**src/orn_cfg.svh**
```systemverilog
// Constants for the overrange and preset-select register bank.
`ifndef ORN_CFG_SVH
`define ORN_CFG_SVH
`define ORN_ADDR_THR_HIGH 10'h211
`define ORN_ADDR_THR_LOW 10'h212
`define ORN_ADDR_PIN_CFG 10'h213
`define ORN_ADDR_SRC_MODE 10'h214
`define ORN_ADDR_SELECT 10'h215
`define ORN_ADDR_BINDING 10'h216
`define ORN_ADDR_FREQ_A 10'h220
`define ORN_ADDR_FREQ_B 10'h240
`define ORN_ADDR_IRQ_STATUS 10'h2b0
`define ORN_ADDR_IRQ_MASK 10'h2b1
`define ORN_RST_THR_HIGH 8'hf2
`define ORN_RST_THR_LOW 8'hab
`define ORN_RST_PIN_CFG 8'h07
`define ORN_RST_SRC_MODE 8'h00
`define ORN_RST_SELECT 8'h00
`define ORN_RST_BINDING 8'h02
`define ORN_RST_FREQ 32'hc0000000
`define ORN_RST_PHASE 16'h0000
`define ORN_BIT_PIN_EN 3
`define ORN_MIN_PULSE_BASE 8
`define ORN_PRESETS 4
`endif

```
**src/orn_pkg.sv**
```systemverilog
// Types for the overrange and preset-select register bank.
`default_nettype none
package orn_pkg;
  typedef enum logic [1:0] {
    orn_src_register,
    orn_src_pins_split,
    orn_src_pins_shared,
    orn_src_reserved
  } orn_src_t;
endpackage : orn_pkg
`default_nettype wire

```
**src/orn_det_if.sv**
```systemverilog
// Interface carrying one channel's detector thresholds, samples and flags.
`default_nettype none
interface orn_det_if #(parameter int SW = 12);
  logic [SW-1:0] sample;
  logic sample_valid;
  logic [7:0] thr_high;
  logic [7:0] thr_low;
  logic [2:0] exponent;
  logic flag_high;
  logic flag_low;
  logic pin_high;
  logic pin_low;
  modport ctrl (output sample, sample_valid, thr_high, thr_low, exponent,
                input flag_high, flag_low, pin_high, pin_low);
  modport det (input sample, sample_valid, thr_high, thr_low, exponent,
               output flag_high, flag_low, pin_high, pin_low);
endinterface : orn_det_if
`default_nettype wire

```
**src/orn_detector.sv**
```systemverilog
// One channel's two overrange comparators with pulse stretching.
`default_nettype none
`include "orn_cfg.svh"
module orn_detector
  import orn_pkg::*;
#(
  parameter int SW = 12
) (
  input wire logic clk_i, // Device clock.
  input wire logic rst_i, // Asynchronous reset, active high.
  orn_det_if.det d // Channel detector signals.
);
  // The threshold is padded with SW-9 zeros, so narrower samples cannot be served.
  if (SW < 10 || SW > 24) begin : g_bad_sw
    $error("orn_detector: SW out of range");
  end
  localparam int CW = 11;
  logic [SW-2:0] mag;
  logic [SW-1:0] lim_high;
  logic [SW-1:0] lim_low;
  logic [CW-1:0] cnt_high;
  logic [CW-1:0] cnt_low;
  logic [CW-1:0] period;
  // Two's complement magnitude, saturated so the most negative code reads as full scale.
  always_comb begin
    if (d.sample[SW-1]) begin
      mag = (d.sample[SW-2:0] == '0) ? '1 : (SW-1)'(~d.sample[SW-2:0] + 1'b1);
    end else begin
      mag = d.sample[SW-2:0];
    end
  end
  // Threshold T over 256 of full scale, placed on the magnitude's top bits.
  assign lim_high = SW'({d.thr_high, {(SW-9){1'b0}}});
  assign lim_low = SW'({d.thr_low, {(SW-9){1'b0}}});
  assign d.flag_high = d.sample_valid && ({1'b0, mag} >= lim_high);
  assign d.flag_low = d.sample_valid && ({1'b0, mag} >= lim_low);
  assign period = CW'(`ORN_MIN_PULSE_BASE) << d.exponent;
  // A new hit reloads the count, so the pin stays high for the whole period after it.
  always_ff @(posedge clk_i or posedge rst_i) begin
    if (rst_i) begin
      cnt_high <= '0;
    end else if (d.flag_high) begin
      cnt_high <= period;
    end else if (cnt_high != '0) begin
      cnt_high <= cnt_high - 1'b1;
    end
  end
  always_ff @(posedge clk_i or posedge rst_i) begin
    if (rst_i) begin
      cnt_low <= '0;
    end else if (d.flag_low) begin
      cnt_low <= period;
    end else if (cnt_low != '0) begin
      cnt_low <= cnt_low - 1'b1;
    end
  end
  assign d.pin_high = (cnt_high != '0);
  assign d.pin_low = (cnt_low != '0);
endmodule : orn_detector
`default_nettype wire

```
**src/orn_preset_mux.sv**
```systemverilog
// Active preset index selection for both converters.
`default_nettype none
`include "orn_cfg.svh"
module orn_preset_mux
  import orn_pkg::*;
(
  input wire logic [1:0] mode_i, // Preset source mode.
  input wire logic [3:0] select_i, // Register select fields.
  input wire logic [1:0] pins_a_i, // Converter A select pins.
  input wire logic [1:0] pins_b_i, // Converter B select pins.
  output logic [1:0] idx_a_o, // Active preset for converter A.
  output logic [1:0] idx_b_o // Active preset for converter B.
);
  always_comb begin
    case (orn_src_t'(mode_i))
      orn_src_register: begin
        idx_a_o = select_i[1:0];
        idx_b_o = select_i[3:2];
      end
      orn_src_pins_split: begin
        idx_a_o = pins_a_i;
        idx_b_o = pins_b_i;
      end
      orn_src_pins_shared: begin
        idx_a_o = pins_a_i;
        idx_b_o = pins_a_i;
      end
      default: begin
        // Reserved mode falls back to register select so the NCO never sees garbage.
        idx_a_o = select_i[1:0];
        idx_b_o = select_i[3:2];
      end
    endcase
  end
endmodule : orn_preset_mux
`default_nettype wire

```
**src/orn_top.sv**
```systemverilog
// Top of the overrange and preset-select register bank.
`default_nettype none
`include "orn_cfg.svh"
module orn_top
  import orn_pkg::*;
#(
  parameter int SW = 12
) (
  input wire logic clk_i, // Device clock, 10 MHz.
  input wire logic rst_i, // Asynchronous reset, active high.
  input wire logic [9:0] addr_i, // Register address.
  input wire logic [7:0] wdata_i, // Write data.
  input wire logic wr_i, // Write strobe.
  input wire logic rd_i, // Read strobe.
  output logic [7:0] rdata_o, // Read data, one cycle after the strobe.
  input wire logic [SW-1:0] sample_a_i, // Channel A sample, two's complement.
  input wire logic [SW-1:0] sample_b_i, // Channel B sample, two's complement.
  input wire logic sample_valid_i, // Samples valid this cycle.
  input wire logic [1:0] preset_pins_conv_a_i, // Converter A preset pins.
  input wire logic [1:0] preset_pins_conv_b_i, // Converter B preset pins.
  output logic overrange_pin_a_high_o, // Channel A high threshold pin.
  output logic overrange_pin_a_low_o, // Channel A low threshold pin.
  output logic overrange_pin_b_high_o, // Channel B high threshold pin.
  output logic overrange_pin_b_low_o, // Channel B low threshold pin.
  output logic [3:0] sample_status_o, // Unstretched flags for the data path.
  output logic [1:0] preset_idx_a_o, // Active preset index A.
  output logic [1:0] preset_idx_b_o, // Active preset index B.
  output logic [31:0] nco_freq_word_conv_a_o, // Active frequency word A.
  output logic [15:0] nco_phase_word_conv_a_o, // Active phase word A.
  output logic [31:0] nco_freq_word_conv_b_o, // Active frequency word B.
  output logic [15:0] nco_phase_word_conv_b_o, // Active phase word B.
  output logic [7:0] channel_binding_o, // Channel binding register.
  output logic irq_o // Level interrupt.
);
  // ==========================================================================
  // Registers
  logic [7:0] overrange_threshold_high;
  logic [7:0] overrange_threshold_low;
  logic [7:0] overrange_pin_config;
  logic [7:0] preset_source_mode;
  logic [7:0] preset_select;
  logic [7:0] channel_binding;
  logic [3:0] irq_status;
  logic [3:0] irq_mask;
  logic [31:0] freq_a [`ORN_PRESETS];
  logic [15:0] phase_a [`ORN_PRESETS];
  logic [31:0] freq_b [`ORN_PRESETS];
  logic [15:0] phase_b [`ORN_PRESETS];
  logic [1:0] idx_a;
  logic [1:0] idx_b;
  logic [3:0] flags;
  logic pin_en;

  always_ff @(posedge clk_i or posedge rst_i) begin
    if (rst_i) begin
      overrange_threshold_high <= `ORN_RST_THR_HIGH;
      overrange_threshold_low <= `ORN_RST_THR_LOW;
      overrange_pin_config <= `ORN_RST_PIN_CFG;
      preset_source_mode <= `ORN_RST_SRC_MODE;
      preset_select <= `ORN_RST_SELECT;
      channel_binding <= `ORN_RST_BINDING;
      irq_mask <= 4'h0;
    end else if (wr_i) begin
      if (addr_i == `ORN_ADDR_THR_HIGH) begin
        overrange_threshold_high <= wdata_i;
      end else if (addr_i == `ORN_ADDR_THR_LOW) begin
        overrange_threshold_low <= wdata_i;
      end else if (addr_i == `ORN_ADDR_PIN_CFG) begin
        overrange_pin_config <= wdata_i;
      end else if (addr_i == `ORN_ADDR_SRC_MODE) begin
        preset_source_mode <= wdata_i;
      end else if (addr_i == `ORN_ADDR_SELECT) begin
        preset_select <= wdata_i;
      end else if (addr_i == `ORN_ADDR_BINDING) begin
        channel_binding <= wdata_i;
      end else if (addr_i == `ORN_ADDR_IRQ_MASK) begin
        irq_mask <= wdata_i[3:0];
      end
    end
  end

  // ==========================================================================
  // Preset storage: eight addresses per preset, four frequency bytes then two phase bytes.
  genvar g;
  generate
    for (g = 0; g < `ORN_PRESETS; g++) begin : g_preset
      always_ff @(posedge clk_i or posedge rst_i) begin
        if (rst_i) begin
          freq_a[g] <= `ORN_RST_FREQ;
          phase_a[g] <= `ORN_RST_PHASE;
          freq_b[g] <= `ORN_RST_FREQ;
          phase_b[g] <= `ORN_RST_PHASE;
        end else if (wr_i) begin
          for (int k = 0; k < 4; k++) begin
            if (addr_i == 10'(`ORN_ADDR_FREQ_A + 8 * g + k)) begin
              freq_a[g][8*k +: 8] <= wdata_i;
            end
            if (addr_i == 10'(`ORN_ADDR_FREQ_B + 8 * g + k)) begin
              freq_b[g][8*k +: 8] <= wdata_i;
            end
          end
          for (int k = 0; k < 2; k++) begin
            if (addr_i == 10'(`ORN_ADDR_FREQ_A + 8 * g + 4 + k)) begin
              phase_a[g][8*k +: 8] <= wdata_i;
            end
            if (addr_i == 10'(`ORN_ADDR_FREQ_B + 8 * g + 4 + k)) begin
              phase_b[g][8*k +: 8] <= wdata_i;
            end
          end
        end
      end
    end
  endgenerate

  // ==========================================================================
  // Overrange detectors, one per channel.
  orn_det_if #(.SW(SW)) det_a ();
  orn_det_if #(.SW(SW)) det_b ();
  assign det_a.sample = sample_a_i;
  assign det_b.sample = sample_b_i;
  assign det_a.sample_valid = sample_valid_i;
  assign det_b.sample_valid = sample_valid_i;
  assign det_a.thr_high = overrange_threshold_high;
  assign det_b.thr_high = overrange_threshold_high;
  assign det_a.thr_low = overrange_threshold_low;
  assign det_b.thr_low = overrange_threshold_low;
  // Changing the exponent mid-stream only retimes stretching; software keeps it still.
  assign det_a.exponent = overrange_pin_config[2:0];
  assign det_b.exponent = overrange_pin_config[2:0];

  orn_detector #(.SW(SW)) u_det_a (
    .clk_i(clk_i),
    .rst_i(rst_i),
    .d(det_a)
  );
  orn_detector #(.SW(SW)) u_det_b (
    .clk_i(clk_i),
    .rst_i(rst_i),
    .d(det_b)
  );

  assign flags = {det_b.flag_low, det_b.flag_high, det_a.flag_low, det_a.flag_high};
  assign pin_en = overrange_pin_config[`ORN_BIT_PIN_EN];

  always_ff @(posedge clk_i or posedge rst_i) begin
    if (rst_i) begin
      overrange_pin_a_high_o <= 1'b0;
      overrange_pin_a_low_o <= 1'b0;
      overrange_pin_b_high_o <= 1'b0;
      overrange_pin_b_low_o <= 1'b0;
      sample_status_o <= 4'h0;
    end else begin
      overrange_pin_a_high_o <= pin_en & det_a.pin_high;
      overrange_pin_a_low_o <= pin_en & det_a.pin_low;
      overrange_pin_b_high_o <= pin_en & det_b.pin_high;
      overrange_pin_b_low_o <= pin_en & det_b.pin_low;
      sample_status_o <= flags;
    end
  end

  // ==========================================================================
  // Interrupts: a new hit wins over a write-one-to-clear in the same cycle.
  always_ff @(posedge clk_i or posedge rst_i) begin
    if (rst_i) begin
      irq_status <= 4'h0;
    end else begin
      if (wr_i && addr_i == `ORN_ADDR_IRQ_STATUS) begin
        irq_status <= (irq_status & ~wdata_i[3:0]) | flags;
      end else begin
        irq_status <= irq_status | flags;
      end
    end
  end
  assign irq_o = |(irq_status & ~irq_mask);

  // ==========================================================================
  // Preset selection.
  orn_preset_mux u_mux (
    .mode_i(preset_source_mode[1:0]),
    .select_i(preset_select[3:0]),
    .pins_a_i(preset_pins_conv_a_i),
    .pins_b_i(preset_pins_conv_b_i),
    .idx_a_o(idx_a),
    .idx_b_o(idx_b)
  );

  always_ff @(posedge clk_i or posedge rst_i) begin
    if (rst_i) begin
      preset_idx_a_o <= 2'h0;
      preset_idx_b_o <= 2'h0;
      nco_freq_word_conv_a_o <= `ORN_RST_FREQ;
      nco_phase_word_conv_a_o <= `ORN_RST_PHASE;
      nco_freq_word_conv_b_o <= `ORN_RST_FREQ;
      nco_phase_word_conv_b_o <= `ORN_RST_PHASE;
    end else begin
      preset_idx_a_o <= idx_a;
      preset_idx_b_o <= idx_b;
      nco_freq_word_conv_a_o <= freq_a[idx_a];
      nco_phase_word_conv_a_o <= phase_a[idx_a];
      nco_freq_word_conv_b_o <= freq_b[idx_b];
      nco_phase_word_conv_b_o <= phase_b[idx_b];
    end
  end
  assign channel_binding_o = channel_binding;

  // ==========================================================================
  // Read port: data in the cycle after the strobe, zero for unmapped addresses.
  logic [7:0] next_rdata;
  logic [2:0] pk;
  logic [1:0] pp;
  logic [1:0] pb;
  always_comb begin
    next_rdata = 8'h00;
    pk = addr_i[2:0];
    pp = addr_i[4:3];
    pb = addr_i[1:0];
    if (addr_i == `ORN_ADDR_THR_HIGH) begin
      next_rdata = overrange_threshold_high;
    end else if (addr_i == `ORN_ADDR_THR_LOW) begin
      next_rdata = overrange_threshold_low;
    end else if (addr_i == `ORN_ADDR_PIN_CFG) begin
      next_rdata = overrange_pin_config;
    end else if (addr_i == `ORN_ADDR_SRC_MODE) begin
      next_rdata = preset_source_mode;
    end else if (addr_i == `ORN_ADDR_SELECT) begin
      next_rdata = preset_select;
    end else if (addr_i == `ORN_ADDR_BINDING) begin
      next_rdata = channel_binding;
    end else if (addr_i == `ORN_ADDR_IRQ_STATUS) begin
      next_rdata = {4'h0, irq_status};
    end else if (addr_i == `ORN_ADDR_IRQ_MASK) begin
      next_rdata = {4'h0, irq_mask};
    end else if (addr_i >= `ORN_ADDR_FREQ_A && addr_i < `ORN_ADDR_FREQ_B) begin
      if (pk < 3'h4) begin
        next_rdata = freq_a[pp][8*pb +: 8];
      end else if (pk < 3'h6) begin
        next_rdata = phase_a[pp][8*pb[0] +: 8];
      end
    end else if (addr_i >= `ORN_ADDR_FREQ_B && addr_i < 10'h260) begin
      if (pk < 3'h4) begin
        next_rdata = freq_b[pp][8*pb +: 8];
      end else if (pk < 3'h6) begin
        next_rdata = phase_b[pp][8*pb[0] +: 8];
      end
    end
  end
  always_ff @(posedge clk_i or posedge rst_i) begin
    if (rst_i) begin
      rdata_o <= 8'h00;
    end else if (rd_i) begin
      rdata_o <= next_rdata;
    end else begin
      rdata_o <= 8'h00;
    end
  end
endmodule : orn_top
`default_nettype wire

```
**config.mk**
```make
export PLATFORM = sky130hd
export DESIGN_NAME = orn_top
export DESIGN_NICKNAME = d
export VERILOG_FILES = /design/src/orn_pkg.sv /design/src/orn_det_if.sv /design/src/orn_detector.sv /design/src/orn_preset_mux.sv /design/src/orn_top.sv
export VERILOG_INCLUDE_DIRS = /design/src
export SDC_FILE = /design/constraint.sdc
export NUM_CORES = 1
export LEC_CHECK = 0
export BUFFER_PORTS_ARGS = -buffer_cell sky130_fd_sc_hd__buf_2
export CORE_MARGIN = 2
export CORE_UTILIZATION = 30
export DETAILED_ROUTE_END_ITERATION = 10
export GPL_TIMING_DRIVEN = 0
export HOLD_SLACK_MARGIN = 0.08
export PLACE_DENSITY = 0.46
export REMOVE_ABC_BUFFERS = 1
export SYNTH_ARGS = -nofsm -noshare
export SYNTH_HDL_FRONTEND = slang
export SYNTH_HIERARCHICAL = 1
export SYNTH_SLANG_ARGS = --single-unit
```
**constraint.sdc**
```tcl
create_clock -name clk_i -period 19.82 [get_ports clk_i]
set_clock_uncertainty 0.15 [all_clocks]
set_input_delay 1.982 -clock clk_i [delete_from_list [all_inputs] [get_ports clk_i]]
set_output_delay 1.982 -clock clk_i [all_outputs]
set_load 0.03 [all_outputs]
```
==> flow_summary.toml <==
[worst_setup_path]
worstPathRequired_ns = 20.09
crit_type = "primary input to register"
reg2reg_to = "nco_phase_word_conv_b_o[10]"
crit_end = "rdata_o[1]"
endpoint_kind = "register"
ff2ff_path_depth = 7
crit_chain = "buf_6 > buf_16 > nor2b_1 > a22oi_1 > nand4_1 > o211ai_1 > a211oi_1 > o21ai_0"
crit_family = "simple AND/OR/NAND/NOR gates"
cp.depth = 8
rr_startpoint = "preset_source_mode[0]"
path_buf_inv = 2
max_stage_delay_ns = 1.06
crit_slowest_cell = "nor2b_1"
cp-startpoint = "addr_i[4]"
critPathArrivalTime_ns = 5.18
worst-r2r-setup-slack_ns = 16.63
cp-start-kind = "primary input"
cp_max_fo = 71

[clocking]
cts_root_buffer = "clkbuf_16"
insertion_delay_ns = 0.64
clk_pin_slew_ns = 0.06
hold_buffers = 0
clock-sinks = 600
cts_tree = "done"
cts-resized-gates = 0
cts_setup_buffers = 0
h-tree-depth = 3
clk_path_buf_depth = 3
cts_buffers = 74

[global_route]
antenna_found_initial = 16
grt_use_total = 0.184
grt_overflow = 0
grt_max_degree = 130
grt_pass1_wl_mm = 141
grt_pass1_vias = 20500

[floorplan]
die_h_um = 322
die-area_um2 = 104000
rows = 116
start_util = 0.303
io_pins = 176
core_region_area_um2 = 100000
die_width_um = 322

[route]
vias = 19600
vias_per_cell = 5.28
wl_per_cell_um = 25.7
drt_iter0_markers = 1296
antenna_left = 0
drc = 0
dr.pass1.iters = 5
wirelength_mm = 95.0

[synthesis]
ys_seq_area_frac = 0.497
synth_edf_count = 0
synth_warnings = 6
ys_async_sr_fraction = 1.00
synth-main-ff-cell = "dfrtp_1"
ys_types = 82
synth_area_per_cell_um2 = 13.7
syn_area_um2 = 30300
ys_ff_latch = 600
syn_inst = 2217

[placed_design]
dpl-instance-area_um2 = 32600
port_buffers = 175
dp_hpwl_mm = 63.6
dp.cells = 3571
globalplace.congestion = 0.893

[finish]
layout_common_cells = "566 x dfrtp_1, 441 x mux2_2, 172 x buf_2"
drive_gt1_frac = 0.424
area_growth_pct = 15.8
stdcell_count = 3703
n_fill_cell = 9758
nets = 2440
stdcell_area_um2 = 35100
final_util = 0.350
layout_commonest_cell = "dfrtp_1"

[flow_run]
maxCapViolations = 1

[sta]
max-slew-margin-rel = -0.00952
fmax_mhz = 204
final_hold_viol_count = 0
drv_slew = 12
min_period_over_period = 0.248
setup_violations = 0
rsz0062_at_grt = "no"
worst_pin_slew_ns = 1.51
finalSetupTns_ns = 0
min_period_ns = 4.91

[pwr]
leakagePower_nw = 16.1
power_density_nw_per_um2 = 87.1
max-vdd-ir-drop_mv = 0.0724

[worst_hold_path]
hold_path_class = "register to register"

[status]
status = "finished, violations left"
violations = "capacitance limit, slew limit"
## through the flow
step / hold WS (ns) / worst slack, ns / total power, mW
4_1_cts: 0.356 / 14.97 / 3.10
3_3_place_gp: 0.331 / -4.20 / 1.70
3_5_place_dp: 0.344 / 14.30 / 1.71
5_1_grt: 0.369 / 14.67 / 3.20
6_report: 0.356 / 14.91 / 3.05
2_1_floorplan: 0.320 / 2.20 / 1.58
## routing by layer
layer	routed length (um)	track usage	share of wire	vias to the layer above
met5	90	0	0.00095	-
met3	5210	0.0412	0.055	157
met4	2900	0.0579	0.031	14
met2	44300	0.296	0.47	480
li1	-	-	-	8537
met1	42500	0.247	0.45	10400
## report_power, final
group          internal, mW  switching, mW
clock network         0.814          0.549
registers              1.28         0.0458
logic                 0.143          0.226
total                  2.23          0.821
## cell usage after synthesis (9+ instances only)
cell      instances  area, um^2
a211oi_1          9        67.6
a21oi_1          51         255
a22oi_1          22         165
a31oi_1          14        87.6
and2_1           13        81.3
buf_1            13        48.8
buf_2            30         150
buf_6            11         124
clkbuf_1         75         282
dfrtp_1         566       14200
dfstp_2          34         893
ha_1             40         500
inv_1            61         229
mux2_2          443        4990
mux2i_1          98         981
mux4_2          169        3810
nand2_1         135         507
nand2_2           9        56.3
nand2b_1         15        93.8
nand3_1          37         185
nand4_1          11        68.8
nor2_1           64         240
nor2_2           19         119
nor2_4           13         146
nor2b_1          13        81.3
nor3_1           29         145
nor4_1            9        56.3
o21ai_0          33         165
xnor2_1          11        96.3
xor2_1           21         184
## cell families (layout without fill, tap and decap cells)
logic type               after synthesis  count (layout)  share of synthesized area
multiplexers                         713             713                      0.324
flip-flops                           600             600                      0.497
AND/OR/NAND/NOR                      425             425                     0.0757
AO/OA/AOI/OAI                        209             209                     0.0479
buffers and inverters                198             382                     0.0297
adder cells (fa/ha/maj)               40              40                     0.0165
XOR/XNOR                              32              32                    0.00925
other                                  0               4                          0
## registers in the layout (all words and copies together) (netlist names), 11 cells and up
name                     cells
nco_phase_word_conv_a_o     16
freq_a                     128
nco_phase_word_conv_b_o     16
phase_a                     64
u_det_b/cnt_high            11
nco_freq_word_conv_b_o      32
freq_b                     128
u_det_b/cnt_low             11
nco_freq_word_conv_a_o      32
phase_b                     64
u_det_a/cnt_low             11
u_det_a/cnt_high            11
## worst min-delay path by stage
stage	start	to	slack, ns	cells past startpoint
finish	preset_select[7]	preset_select[7]	0.36	1
global route	preset_select[5]	preset_select[5]	0.37	1
CTS	irq_mask[1]	irq_mask[1]	0.36	1
detailed placement	irq_mask[1]	irq_mask[1]	0.34	1
global placement	preset_select[5]	preset_select[5]	0.33	1
floorplan	preset_select[5]	preset_select[5]	0.32	1
## worst reg2reg max path, cell delays in order, from the launching register on
cell and delay, ns:
dfrtp_1 0.39, inv_1 0.06, ha_1 0.44, o21ai_4 0.74, buf_12 0.29, buf_12 0.20, buf_16 0.21, mux4_2 0.57
## final cells by class
| type | instances | area (um^2) | share of cell area |
|---|---|---|---|
| Antenna cell | 4 | 10.0 | 0.000285 |
| Clock buffer | 103 | 2080 | 0.0594 |
| Clock inverter | 25 | 352 | 0.0100 |
| Inverter | 61 | 236 | 0.00674 |
| Multi-Input combinational cell | 1419 | 14400 | 0.410 |
| Sequential cell | 600 | 15100 | 0.429 |
| Tap cell | 1298 | 1620 | 0.0463 |
| Timing Repair Buffer | 193 | 1340 | 0.0381 |
Note: power is estimated with default switching activity, not from simulation.
